$ cat config.mk
export PLATFORM = sky130hd
export DESIGN_NAME = adc_conversion_sequencer
export DESIGN_NICKNAME = d
export VERILOG_FILES = /design/src/adc_seq_pkg.sv /design/src/strobe_if.sv /design/src/oversample_timebase.sv /design/src/adc_conversion_sequencer.sv
export SDC_FILE = /design/constraint.sdc
export NUM_CORES = 1
export LEC_CHECK = 0
export ABC_AREA = 0
export BUFFER_PORTS_ARGS = -buffer_cell sky130_fd_sc_hd__buf_4
export CAP_MARGIN = 25
export CORE_MARGIN = 3
export CORE_UTILIZATION = 30
export CTS_CLUSTER_SIZE = 14
export DETAILED_ROUTE_END_ITERATION = 6
export PLACE_DENSITY = 0.55
export SYNTH_ARGS = -nofsm -noshare
export SYNTH_HDL_FRONTEND = slang
export SYNTH_HIERARCHICAL = 1
export SYNTH_SLANG_ARGS = --single-unit
$ cat constraint.sdc
create_clock -name clk_sys_in -period 4.69 [get_ports clk_sys_in]
set_clock_uncertainty 0.1 [all_clocks]
set_input_delay 0.469 -clock clk_sys_in [delete_from_list [all_inputs] [get_ports clk_sys_in]]
set_output_delay 0.469 -clock clk_sys_in [all_outputs]
set_load 0.01 [all_outputs]
$ cat src/adc_seq_pkg.sv
// constants and types for the incremental adc conversion sequencer
// Operation
// RL1 - start or alt trigger begins conversion
// RL2 - n elementary conversions then one quantization
// RL3 - elementary conversion lasts ratio plus one periods
// RL4 - result is mean of elementary results
// RL5 - offset polarity alternates per elementary conversion
// RL6 - few extra cycles set up and end
// RL7 - bandgap held high, low, toggled, half toggled
// RL8 - strobe from 4 mhz, four frequencies
// RL9 - ratio is two to three plus code
// RL10 - count is two to the code
// RL11 - resolution capped at sixteen bits
// RL12 - total periods count times ratio+1 plus one
// RL13 - continuous mode repeats back to back
// RL14 - software should program two or more conversions
// RL15 - host avoids unserviceable fast rates
// RL16 - sixteen bit two's complement, saturating; the code truncates the mean and its 7fff clamp never fires
// RL17 - unused low bits forced per settings
// RL18 - result register updated only at end
package adc_seq_pkg;
	localparam logic [11:0] ADDR_RESULT = 12'h000;
	localparam logic [11:0] ADDR_CFG0 = 12'h004;
	localparam logic [11:0] ADDR_CFG2 = 12'h008;
	localparam logic [11:0] ADDR_STATUS = 12'h00c;
	localparam int CFG0_START_BIT = 7;
	localparam int CFG0_ALT_BIT = 0;
	localparam int CFG0_CONT_BIT = 1;
	localparam int CFG0_RATIO_LSB = 2;
	localparam int CFG0_COUNT_LSB = 5;
	localparam int CFG2_FREQ_LSB = 6;
	localparam int CFG2_BG_LSB = 0;
	localparam logic [7:0] CFG0_RESET = 8'h00;
	localparam logic [7:0] CFG2_RESET = 8'h00;
	localparam int OSC_HZ = 4000000;
	localparam int SYS_HZ = 100000000;
	localparam int OSC_DIV = SYS_HZ / OSC_HZ;
	localparam int FS_DIV_MAX = 64;
	localparam int SETUP_CYCLES = 2;
	localparam int END_CYCLES = 2;
	typedef enum logic [2:0]
	{
		ST_IDLE = 3'b000,
		ST_SETUP = 3'b001,
		ST_ELEM = 3'b011,
		ST_QUANT = 3'b010,
		ST_END = 3'b110
	} seq_state_e;
	typedef enum logic [1:0]
	{
		BG_HIGH = 2'b00,
		BG_LOW = 2'b01,
		BG_TOGGLE = 2'b10,
		BG_HALF = 2'b11
	} bandgap_mode_e;
endpackage

$ cat src/strobe_if.sv
// strobe carrier between sequencer and timebase
`timescale 1ns/1ps
`default_nettype none
interface strobe_if;
	logic [1:0] freq_sel;
	logic run;
	logic fs_tick;
	modport gen (input freq_sel, input run, output fs_tick);
	modport use_side (output freq_sel, output run, input fs_tick);
endinterface
`default_nettype wire

$ cat src/oversample_timebase.sv
// over-sampling strobe generator from the 4 mhz oscillator rate
`timescale 1ns/1ps
`default_nettype none
module oversample_timebase
	import adc_seq_pkg::*;
(
	input wire logic clk_sys_in,
	input wire logic resetn_in,
	strobe_if.gen sif
);
	logic [4:0] osc_cnt;
	logic [5:0] fs_cnt;
	logic osc_tick;
	logic [5:0] fs_last;
	assign osc_tick = (osc_cnt == 5'(OSC_DIV - 1));
	// 4 mhz / 64,32,16,8 gives 62.5..500 khz
	assign fs_last = 6'((FS_DIV_MAX >> sif.freq_sel) - 1); // RL8
	always_ff @(posedge clk_sys_in or negedge resetn_in)
	begin
		if (!resetn_in)
		begin
			osc_cnt <= 5'h00;
			fs_cnt <= 6'h00;
			sif.fs_tick <= 1'b0;
		end
		else
		begin
			osc_cnt <= osc_tick ? 5'h00 : osc_cnt + 5'h01;
			sif.fs_tick <= sif.run && osc_tick && (fs_cnt >= fs_last); // RL8
			if (!sif.run)
				fs_cnt <= 6'h00;
			else if (osc_tick)
				fs_cnt <= (fs_cnt >= fs_last) ? 6'h00 : fs_cnt + 6'h01;
		end
	end
endmodule
`default_nettype wire

$ cat src/adc_conversion_sequencer.sv
// conversion sequencer top with apb register slave
`timescale 1ns/1ps
`default_nettype none
module adc_conversion_sequencer
	import adc_seq_pkg::*;
(
	input wire logic clk_sys_in,
	input wire logic resetn_in,
	input wire logic psel_in,
	input wire logic penable_in,
	input wire logic pwrite_in,
	input wire logic [11:0] paddr_in,
	input wire logic [31:0] pwdata_in,
	output logic [31:0] prdata_out,
	output logic pready_out,
	output logic pslverr_out,
	input wire logic [15:0] elem_result_in,
	output logic offset_polarity_out,
	output logic bandgap_state_out,
	output logic integrate_out,
	output logic busy_out
);
	// -----------------------------
	// registers and bus decode
	// -----------------------------
	logic [7:0] cfg0;
	logic [7:0] cfg2;
	logic [15:0] result;
	logic done_flag;
	logic wr_en;
	logic rd_en;
	logic hit_result;
	logic hit_cfg0;
	logic hit_cfg2;
	logic hit_status;
	logic hit_any;
	logic trigger;
	logic [31:0] next_rdata;
	assign wr_en = psel_in && penable_in && pwrite_in;
	assign rd_en = psel_in && penable_in && !pwrite_in;
	assign hit_result = (paddr_in == ADDR_RESULT);
	assign hit_cfg0 = (paddr_in == ADDR_CFG0);
	assign hit_cfg2 = (paddr_in == ADDR_CFG2);
	assign hit_status = (paddr_in == ADDR_STATUS);
	assign hit_any = hit_result || hit_cfg0 || hit_cfg2 || hit_status;
	assign pready_out = 1'b1;
	assign pslverr_out = psel_in && penable_in && !hit_any;
	// either trigger bit written as one starts a conversion
	assign trigger = wr_en && hit_cfg0 && (pwdata_in[CFG0_START_BIT] || pwdata_in[CFG0_ALT_BIT]); // RL1
	always_comb
	begin
		next_rdata = 32'h0000_0000;
		if (hit_result)
			next_rdata = {16'h0000, result};
		else if (hit_cfg0)
			next_rdata = {24'h000000, cfg0};
		else if (hit_cfg2)
			next_rdata = {24'h000000, cfg2};
		else if (hit_status)
			next_rdata = {30'h0, done_flag, busy_out};
	end
	assign prdata_out = rd_en ? next_rdata : 32'h0000_0000;
	always_ff @(posedge clk_sys_in or negedge resetn_in)
	begin
		if (!resetn_in)
		begin
			cfg0 <= CFG0_RESET;
			cfg2 <= CFG2_RESET;
		end
		else if (wr_en && hit_cfg0)
			// trigger bits self-clear
			cfg0 <= pwdata_in[7:0] & ~(8'h01 | 8'h80);
		else if (wr_en && hit_cfg2)
			cfg2 <= pwdata_in[7:0];
	end
	// -----------------------------
	// settings decode
	// -----------------------------
	logic [2:0] ratio_code;
	logic [1:0] count_code;
	logic [10:0] oversample_ratio;
	logic [3:0] elem_conv_count;
	logic [3:0] res_bits;
	logic continuous;
	bandgap_mode_e bg_mode;
	assign ratio_code = cfg0[CFG0_RATIO_LSB +: 3];
	assign count_code = cfg0[CFG0_COUNT_LSB +: 2];
	assign continuous = cfg0[CFG0_CONT_BIT];
	assign bg_mode = bandgap_mode_e'(cfg2[CFG2_BG_LSB +: 2]);
	assign oversample_ratio = 11'(11'h008 << ratio_code); // RL9
	assign elem_conv_count = 4'(4'h1 << count_code); // RL10
	// n = 2*(3+code)+count, clipped to register width
	assign res_bits = (5'(6 + 2 * ratio_code + count_code) > 5'd16) ? 4'hf
		: 4'(5 + 2 * ratio_code + count_code); // RL11
	// -----------------------------
	// timebase
	// -----------------------------
	strobe_if sif ();
	assign sif.freq_sel = cfg2[CFG2_FREQ_LSB +: 2]; // RL8
	oversample_timebase u_tb (
		.clk_sys_in(clk_sys_in),
		.resetn_in(resetn_in),
		.sif(sif)
	);
	// -----------------------------
	// sequencer
	// -----------------------------
	seq_state_e state;
	seq_state_e next_state;
	logic [10:0] period_cnt;
	logic [3:0] elem_idx;
	logic [1:0] aux_cnt;
	logic [19:0] acc;
	logic polarity;
	logic bg_q;
	logic elem_last_period;
	logic elem_done;
	logic [15:0] mean;
	logic [15:0] masked;
	logic [15:0] keep_mask;
	logic [15:0] signed_term;
	assign sif.run = (state == ST_ELEM) || (state == ST_QUANT);
	assign elem_last_period = (period_cnt == oversample_ratio); // RL3
	assign elem_done = sif.fs_tick && elem_last_period;
	always_comb
	begin
		next_state = state;
		case (state)
			ST_IDLE:
				if (trigger)
					next_state = ST_SETUP; // RL1
			ST_SETUP:
				if (aux_cnt == 2'(SETUP_CYCLES - 1))
					next_state = ST_ELEM; // RL6
			ST_ELEM:
				if (elem_done && elem_idx == elem_conv_count - 4'h1)
					next_state = ST_QUANT; // RL2
			ST_QUANT:
				if (sif.fs_tick)
					next_state = ST_END; // RL12
			ST_END:
				if (aux_cnt == 2'(END_CYCLES - 1))
					next_state = continuous ? ST_SETUP : ST_IDLE; // RL13
			default:
				next_state = ST_IDLE;
		endcase
	end
	// each elementary result enters with alternating sign
	assign signed_term = polarity ? (16'h0000 - elem_result_in) : elem_result_in; // RL5
	// mean: divide by the power-of-two count
	assign mean = 16'($signed(acc) >>> count_code); // RL4
	assign keep_mask = 16'hffff << (4'hf - res_bits);
	// dropped bits read as a single one just below the lsb kept
	assign masked = (res_bits == 4'hf) ? mean
		: ((mean & keep_mask) | (16'h0001 << (4'he - res_bits))); // RL17
	always_ff @(posedge clk_sys_in or negedge resetn_in)
	begin
		if (!resetn_in)
		begin
			state <= ST_IDLE;
			period_cnt <= 11'h000;
			elem_idx <= 4'h0;
			aux_cnt <= 2'h0;
			acc <= 20'h00000;
			polarity <= 1'b0;
			bg_q <= 1'b1;
			result <= 16'h0000;
			done_flag <= 1'b0;
		end
		else
		begin
			state <= next_state;
			aux_cnt <= (next_state != state) ? 2'h0 : aux_cnt + 2'h1; // RL6
			if (state == ST_SETUP)
			begin
				period_cnt <= 11'h000;
				elem_idx <= 4'h0;
				acc <= 20'h00000;
				polarity <= 1'b0;
				bg_q <= (bg_mode != BG_LOW);
			end
			else if (state == ST_ELEM && sif.fs_tick)
			begin
				period_cnt <= elem_last_period ? 11'h000 : period_cnt + 11'h001; // RL3
				if (elem_last_period)
				begin
					acc <= acc + {{4{signed_term[15]}}, signed_term}; // RL4
					elem_idx <= elem_idx + 4'h1;
					polarity <= !polarity; // RL5
					if (bg_mode == BG_TOGGLE || (bg_mode == BG_HALF && elem_idx[0]))
						bg_q <= !bg_q; // RL7
				end
			end
			if (state == ST_QUANT && sif.fs_tick)
			begin
				// store, only at the end of the sequence; the 7fff clamp can never fire, so nothing saturates
				if ($signed(mean) > 16'sh7fff)
					result <= 16'h7fff; // RL16
				else
					result <= masked; // RL18
				done_flag <= 1'b1;
			end
			else if (trigger)
				done_flag <= 1'b0;
			if (bg_mode == BG_HIGH)
				bg_q <= 1'b1; // RL7
			else if (bg_mode == BG_LOW)
				bg_q <= 1'b0;
		end
	end
	assign offset_polarity_out = polarity;
	assign bandgap_state_out = bg_q;
	assign integrate_out = (state == ST_ELEM);
	assign busy_out = (state != ST_IDLE);
endmodule
`default_nettype wire

==> out/summary.txt, run 1 <==
GRT Util Overall - 13.4%
Worst EP required - 4.80 ns
Die height - 152 um
# Max-Cap Violations - 0
Clock Path Buffers - 2
Clk slew on worst S/H paths - 0.06 ns
Unrepaired setup endpoints after global routing - false
Final slew viol count - 0
P&R area growth vs syn - 14.6%
Die Area - 23000 um2
Most frequent cells in the layout - nand2_1, dfrtp_1, buf_4
Fillers - 2109
Power per cell area - 213 nW/um2
Worst Path Max Fanout - 19
Crit path from - offset_polarity_out
Worst hold path depth - 2
Fmax - 271 MHz
Synthesized instance count - 717
Io pins - 103
DRC viols - 0
Netlist cell types - 74
Synthesized area - 6370 um2
Grt total ovfl - 0
Final ANT Viol Nets - 0
Crit path capture type - register
Vias in the first global route - 4842
Cell Rows - 52
VDD IR max - 0.169 mV
Clk sinks - 84
WS Path Type - register to register
Routability Congestion - 0.814
Commonest non-fill, non-tap cell in the layout - nand2_1
Die X - 152 um
Core Box Area - 20600 um2
Arr. time, crit path - 3.80 ns
Hold Worst Slack - 0.272 ns
Reg2reg start - offset_polarity_out
Synth Register Bits - 84
Final Cycle Share - 78.6%
Worst Setup EP - acc[18]
HPWL after DPL - 11300 um
Footprint of the multi-input gates - 3930 um2
Tightest Pin Transition - 0.661 ns
Total detailed-routing wirelength - 14900 um
Final Power - 1.55 mW
Largest net degree at the start of global routing - 53
Detailed-route via count - 5247
Vias per cell - 5.05
Initial antenna violation count - 0
Static leakage - 3.19 nW
Syn Area/Cell - 8.88 um2
Drt first-iter violations - 372
# port buffers - 61
Layout cells sized above 1 - 16.8%
CTS tree - built
Synth Warn # - 6
Post-synthesis sequential area ratio - 33.0%
Main synth FF type - dfrtp_1
Ys async rst share - 100%
Min-delay worst type - input port to register
Rel. slew slack - 55.6%
Clk_lat worst skew - 0.34 ns
EDFF count, synth - 0
Setup Fix Bufs, Post-CTS - 0
Final setup viols - 0
Final core utilization - 35.5%
Capturing point of the worst reg2reg path - acc[18]
Layout Nets - 866
Antenna diode count - 0
Status - complete, no violations
CP Launch Type - register
Fin. Hold Viols - 0
CTS Buf Count - 9
H-tree depth - 3
Setup_tns - 0 ns
Register cell area after layout - 2100 um2
First-pass detailed-route iteration total - 5
DR WL/cell - 14.4 um
First-pass GRT wire length - 24900 um
Min Clock Period, post-route - 3.69 ns
Cells on worst reg2reg path - 11
R2r setup slk - 1.00 ns
Starting Density - 31.0%
Root buffer cell - clkbuf_16
area by class of cell:
cell class	count	share of cell area, %
multi-input cells	572	53.9
flip-flops and latches	84	28.8
clock inverters	5	0.686
inverters	29	1.49
clock buffers	11	3.46
well taps	270	4.63
repair buffers	68	7.03
cell usage after synthesis (all sizes together), types with 3 or more instances:
cell | number | area share, %
and2 | 13 | 1.3
o2111ai | 3 | 0.41
nor3b | 4 | 0.47
a22o | 3 | 0.41
nor4 | 5 | 0.49
o2bb2ai | 3 | 0.51
dfrtp | 83 | 33
o31ai | 18 | 2.5
mux2i | 13 | 2.0
nand4 | 6 | 0.59
a21o | 8 | 0.94
o211ai | 6 | 0.71
xor2 | 17 | 2.3
clkbuf | 20 | 1.2
a221oi | 3 | 0.41
mux4 | 11 | 3.9
a211oi | 8 | 0.94
o21ai | 51 | 4.0
a32oi | 4 | 0.55
or4 | 4 | 0.53
o41ai | 6 | 0.94
nor3 | 18 | 1.5
nor2b | 9 | 0.88
mux2 | 16 | 2.8
and3 | 4 | 0.39
buf | 27 | 3.2
or3 | 6 | 0.67
nand2b | 7 | 0.69
a31oi | 9 | 0.88
fa | 3 | 0.94
or2 | 3 | 0.29
inv | 29 | 1.7
nand3 | 22 | 1.7
nand2 | 89 | 5.3
nor2 | 61 | 3.6
ha | 34 | 6.7
a21oi | 36 | 3.0
o21a | 6 | 0.71
xnor2 | 21 | 2.9
o22ai | 3 | 0.29
o21bai | 3 | 0.53
worst min path at each step:
stage / startpoint / to
4_1_cts: pwdata_in[2] / cfg2[2]
2_1_floorplan: resetn_in / acc[0]
3_3_place_gp: aux_cnt[0] / aux_cnt[0]
5_1_grt: pwdata_in[2] / cfg2[2]
3_5_place_dp: aux_cnt[0] / aux_cnt[0]
6_report: pwdata_in[2] / cfg2[2]
cells by family after synthesis:
| family | synth area share [%] |
|---|---|
| AO/OA/AOI/OAI | 19.3 |
| XOR/XNOR | 5.23 |
| adder cells (fa/ha/maj) | 7.63 |
| buffers and inverters | 6.07 |
| flip-flops | 33.0 |
| multiplexers | 8.77 |
| other | 0.118 |
| AND/OR/NAND/NOR | 19.8 |
power breakdown:
part	leakage, nW	internal, mW	switching [mW]
clock	0.155	0.438	0.286
combinational	1.90	0.0432	0.0598
sequential	1.13	0.725	0.000194
sequential cells by signal, indices dropped and copies added (netlist names), 2 cells and up:
register and count:
state 3, u_tb/fs_cnt 6, period_cnt 11, result 16, cfg0 6, elem_idx 4
aux_cnt 2, u_tb/osc_cnt 5, cfg2 8, acc 19
worst max-delay path, stage by stage (launching register included):
cell and delay [ns]:
dfrtp_1 0.60, o21ai_0 0.44, inv_1 0.11, fa_1 0.42, nor2b_1 0.23, o31a_1 0.23
o211ai_1 0.11, a31oi_1 0.39, a21oi_1 0.24, or3_1 0.39, a32oi_1 0.20, nand3_1 0.09
per-layer routing:
| metal | routed length, um | share of wire [%] | vias up | track usage (%) |
|---|---|---|---|---|
| li1 | - | - | 2650 | - |
| met1 | 7730 | 52 | 2465 | 20.3 |
| met2 | 6280 | 42 | 118 | 19.9 |
| met3 | 727 | 4.9 | 14 | 2.05 |
| met4 | 175 | 1.2 | 0 | 3.37 |
| met5 | 0 | 0 | - | 0 |
metrics by stage:
stage / setup slack, ns / instances / cell area, um2
2_1_floorplan: 1.10 / 732 / 6420
3_3_place_gp: 0.794 / 1022 / 6990
3_5_place_dp: 0.764 / 1022 / 6990
4_1_cts: 1.01 / 1039 / 7300
5_1_grt: 0.758 / 1039 / 7300
6_report: 1.00 / 1039 / 7300
repair_timing:
item / CTS / global route
resized for setup: 0 / 0
hold buffers: 1 / 0
hold endpoints to repair: 31 / 0
setup endpoints to repair: 0 / 0
(Power assumes the default switching activity.)
==> run 2: changes to the inputs <==
Settings changed: PLACE_DENSITY 0.55 to 0.56.
Clock period 4.69 ns to 3.2 ns, I/O delays scaled along.
==> run 2 against run 1 <==
Net effect:
- utilization grew 2.3 points
- global-route usage is 0.17 points higher
- non-clock buffer count grew 54
- cell count up 5.2%
- sequential share of layout area is 1.7 points lower
- flip-flop and latch count unchanged
- final area is 6.4% higher
- critical endpoint is now acc[17]
==> out/summary.txt, run 2 (synthesized netlist as in run 1, its figures left out) <==
CTS tree - built
Most frequent cells in the layout - buf_4, nand2_1, dfrtp_1
Clk slew on worst S/H paths - 0.06 ns
Max FFs per register - 19
GRT Util Overall - 13.5%
HPWL after DPL - 11900 um
Root buffer cell - clkbuf_16
Clk_lat worst skew - 0.34 ns
Final Cycle Share - 94.7%
CTS Buf Count - 9
Vias in the first global route - 5001
Status - complete, no violations
# Max-Cap Violations - 0
H-tree depth - 3
VDD IR max - 0.257 mV
Largest net degree at the start of global routing - 32
Design Area, Final - 7770 um2
DRC viols - 0
Min-delay worst type - input port to register
Die Area - 23000 um2
Min Clock Period, post-route - 3.03 ns
CP Launch Type - input port
Detailed-route via count - 5372
Fin. Hold Viols - 0
Total detailed-routing wirelength - 15300 um
Final core utilization - 37.8%
Register cell area after layout - 2100 um2
Fillers - 2115
Biggest register - acc
Core Box Area - 20600 um2
Final ANT Viol Nets - 0
First-pass detailed-route iteration total - 4
Reg2reg start - cfg0[2]
Die X - 152 um
P&R area growth vs syn - 22.0%
Crit path capture type - register
Cell Rows - 52
Setup ws final - 0.171 ns
Arr. time, crit path - 3.15 ns
Footprint of the multi-input gates - 4010 um2
Worst Path Max Fanout - 4
Clock Path Buffers - 2
# port buffers - 61
Setup Fix Bufs, Post-CTS - 0
Hold Worst Slack - 0.128 ns
Regs by FF count - acc (19), result (16), period_cnt (11)
Worst EP required - 3.32 ns
Vias per cell - 4.91
Rel. slew slack - 62.5%
R2r setup slk - 0.19 ns
Antenna diode count - 0
Clk sinks - 84
Io pins - 103
WS Path Type - input port to register
Drt first-iter violations - 311
Final setup viols - 0
Static leakage - 3.44 nW
Cells on worst reg2reg path - 14
First-pass GRT wire length - 25200 um
Routability Congestion - 0.837
Final slew viol count - 0
Cell Area, Placed - 7410 um2
Capturing point of the worst reg2reg path - result[1]
Hold endpoint - cfg0[1]
Tightest Pin Transition - 0.560 ns
Die height - 152 um
Layout Nets - 920
DR WL/cell - 14.0 um
Grt total ovfl - 0
Commonest non-fill, non-tap cell in the layout - buf_4
Initial antenna violation count - 0
HP Start - pwdata_in[1]
DP Worst Slack - -0.324 ns
Layout cells sized above 1 - 23.7%
Fmax - 330 MHz
Starting Density - 31.0%
Unrepaired setup endpoints after global routing - true
Power per cell area - 293 nW/um2
Worst hold path depth - 2
==> run 2: changes by cell type in the layout (fill, tap and decap cells not counted), sizes merged <==
cell      delta
clkbuf       -1
clkinv       -2
inv          +1
buf         +54
clkinvlp     +2
==> run 2: cell type report <==
cell class | count | share of cell area (%)
clock buffer | 10 | 2.95
tap | 270 | 4.35
sequential | 84 | 27.1
clock inverter | 6 | 0.821
multi-input combinational | 572 | 51.6
timing repair buffer | 122 | 11.8
inverter | 29 | 1.40
==> run 2: per-layer routing <==
layer,share of wire (%),GRT usage (%),vias up
met4,0.86,4.04,0
li1,-,-,2775
met1,52,20.2,2500
met3,4.3,2.20,11
met5,0,0,-
met2,43,20.1,86
==> run 2: what timing repair did <==
item	CTS	global route
hold endpoints to repair	29	0
resized for setup	0	12
setup endpoints to repair	0	7
hold buffers	1	0
==> run 2: per-stage QoR <==
| step | std cells | TNS (ns) | power [mW] |
|---|---|---|---|
| 4_1_cts | 1093 | 0 | 2.31 |
| 3_3_place_gp | 1076 | -1.15 | 1.26 |
| 3_5_place_dp | 1076 | -1.52 | 1.26 |
| 6_report | 1093 | 0 | 2.28 |
| 5_1_grt | 1093 | -0.0164 | 2.38 |
| 2_1_floorplan | 732 | -0.00813 | 1.17 |
==> run 2: critical path, cell delays in order <==
cell,delay [ns]
buf_4,0.11
inv_1,0.06
ha_1,0.16
nand2_1,0.07
or4_4,0.46
o31ai_4,0.26
xnor2_1,0.10
ha_1,0.34
and3_4,0.20
and3_1,0.20
a22o_1,0.20
a41oi_2,0.22
a21oi_2,0.09
a21oi_2,0.13
xor2_1,0.14
o21ai_0,0.08
==> run 2: how the worst max path moves through the flow <==
| stage | startpoint | end | slack, ns | depth (start not counted) |
|---|---|---|---|---|
| 6_report | elem_result_in[1] | acc[17] | 0.17 | 16 |
| 5_1_grt | elem_result_in[1] | acc[18] | -0.02 | 15 |
| 4_1_cts | elem_result_in[1] | acc[18] | 0.04 | 15 |
| 3_5_place_dp | elem_result_in[1] | acc[18] | -0.32 | 15 |
| 3_3_place_gp | elem_result_in[1] | acc[18] | -0.28 | 15 |
| 2_1_floorplan | cfg0[6] | result[0] | -0.008 | 16 |
==> run 2: report_power, final <==
group          total, mW  switching (mW)  internal (mW)  leakage [nW]
logic              0.182          0.0958         0.0861          2.17
registers           1.06        0.000242           1.06          1.13
clock network       1.04           0.431          0.605         0.139
==> run 3: changes to the inputs <==
Settings changed: CORE_UTILIZATION 30 to 25, PLACE_DENSITY 0.56 to 0.5.
==> run 3 against run 2 <==
Net effect:
- critical path depth is the same
- total power increased by 4.2%
- combinational power about the same
- register-to-register slack improved by 0.03 ns
- cell count up 5.3%
- utilization decreased by 5.8 points
- die area up 19%
- worst setup slack got worse by 0.021 ns
- flip-flop and latch count unchanged
- sequential power about the same
- global-route usage down 1.4 points
- clock power grew 9%
==> out/summary.txt, run 3 (synthesized netlist as in run 1, its figures left out) <==
Worst hold path depth - 2
First-pass GRT wire length - 26700 um
Commonest non-fill, non-tap cell in the layout - buf_4
Cell Rows - 57
P&R area growth vs syn - 24.1%
CTS tree - built
Clk slew on worst S/H paths - 0.06 ns
Crit path capture type - register
Drt first-iter violations - 392
Core Box Area - 24700 um2
Min-delay worst type - input port to register
Setup ws final - 0.150 ns
R2r setup slk - 0.22 ns
Final setup viols - 0
DR WL/cell - 14.1 um
Hold Worst Slack - 0.130 ns
Tightest Pin Transition - 0.717 ns
CP Launch Type - input port
Detailed-route via count - 5405
Regs by FF count - acc (19), result (16), period_cnt (11)
Layout Nets - 924
Status - complete, no violations
Antenna diode count - 0
Clk sinks - 84
Fin. Hold Viols - 0
Final slew viol count - 0
First-pass detailed-route iteration total - 5
Final ANT Viol Nets - 0
Initial antenna violation count - 0
Most frequent cells in the layout - buf_4, nand2_1, dfrtp_1
Min Clock Period, post-route - 3.05 ns
HP Start - pwdata_in[3]
WS Path Type - input port to register
# port buffers - 61
Routability Congestion - 0.830
HPWL after DPL - 12600 um
Static leakage - 3.48 nW
Layout cells sized above 1 - 23.9%
Worst EP required - 3.33 ns
Clk_lat worst skew - 0.35 ns
Vias in the first global route - 5195
Io pins - 103
Critical path's largest stage delay - 0.46 ns
Root buffer cell - clkbuf_16
Rel. slew slack - 52.2%
Hold endpoint - cfg0[3]
Final Cycle Share - 95.3%
Cells on worst reg2reg path - 14
DP Worst Slack - -0.339 ns
Biggest register - acc
Die X - 166 um
Max FFs per register - 19
Fmax - 328 MHz
DRC viols - 0
Starting Density - 25.8%
Largest net degree at the start of global routing - 53
CP Cell Sequence - buf_4 > inv_1 > ha_1 > nand2_1 > or4_4 > o31ai_4 > xnor2_1 > ha_1 > and3_1 > and3_1 > a22o_1 > a41oi_2 > a21oi_1 > a21oi_1 > xor2_1 > o21ai_0
Slowest CP cell - or4_4
Arr. time, crit path - 3.18 ns
Unrepaired setup endpoints after global routing - true
Vias per cell - 4.70
Capturing point of the worst reg2reg path - result[1]
VDD IR max - 0.206 mV
Die Area - 27400 um2
H-tree depth - 3
Setup_tns - 0 ns
Clock Path Buffers - 2
Total detailed-routing wirelength - 16300 um
Die height - 166 um
GRT Util Overall - 12.1%
Reg2reg start - cfg0[2]
CTS Buf Count - 9
Design Area, Final - 7900 um2
Cell Area, Placed - 7510 um2
Power per cell area - 301 nW/um2
Grt total ovfl - 0
Worst Path Max Fanout - 4
# Max-Cap Violations - 0
Setup Fix Bufs, Post-CTS - 0
## run 3: cell count changes in the layout (fill, tap and decap cells not counted), moves of 2 or more
cell,delta
clkinvlp_4,-2
a21oi_2,-2
buf_4,+3
a21oi_1,+2
## run 3: where the power goes
part / switching [mW] / leakage (nW) / internal [mW] / total, mW
logic: 0.0972 / 2.19 / 0.0858 / 0.183
registers: 0.000258 / 1.13 / 1.06 / 1.06
clock network: 0.428 / 0.159 / 0.701 / 1.13
## run 3: critical path, delay by kind of cell
family | cells | cell delay [ns]
AO/OA/AOI/OAI | 6 | 0.99
XOR/XNOR | 2 | 0.31
adder cells (fa/ha/maj) | 2 | 0.44
buffers and inverters | 2 | 0.17
AND/OR/NAND/NOR | 4 | 0.96
## run 3: cell type report
cell class	count	area, um2
well taps	324	405
repair buffers	126	952
inverters	29	109
multi-input cells	572	4010
fillers	2633	16800
flip-flops and latches	84	2100
clock inverters	5	75.1
clock buffers	11	243
## run 3: how the worst max path moves through the flow
stage | endpoint | slack (ns) | from | cells after the start
3_3_place_gp | acc[18] | -0.28 | elem_result_in[1] | 15
2_1_floorplan | result[0] | -0.008 | cfg0[6] | 16
4_1_cts | acc[18] | 0.02 | elem_result_in[1] | 15
5_1_grt | acc[18] | -0.06 | offset_polarity_out | 11
6_report | acc[17] | 0.15 | elem_result_in[1] | 16
3_5_place_dp | acc[18] | -0.34 | elem_result_in[1] | 15
## run 3: per-layer routing
layer | track usage (%) | routed length, um | up-vias
met5 | 0 | 0 | -
met4 | 2.65 | 137 | 0
met3 | 2.29 | 768 | 9
met2 | 18.7 | 7080 | 112
met1 | 17.6 | 8280 | 2511
li1 | - | - | 2773
## run 3: per-stage QoR
step                utilization, %  total power, mW  cells
CTS                           31.8             2.41   1151
global route                  32.0             2.48   1151
detailed placement            30.4             1.26   1134
global placement              30.4             1.26   1134
finish                        32.0             2.37   1151
floorplan                        -             1.17    732
## run 3: what timing repair did
| action | in CTS | in global routing |
|---|---|---|
| hold buffers | 1 | 0 |
| gates resized for setup | 0 | 14 |
| setup endpoints to repair | 0 | 13 |
| hold endpoints to repair | 50 | 0 |
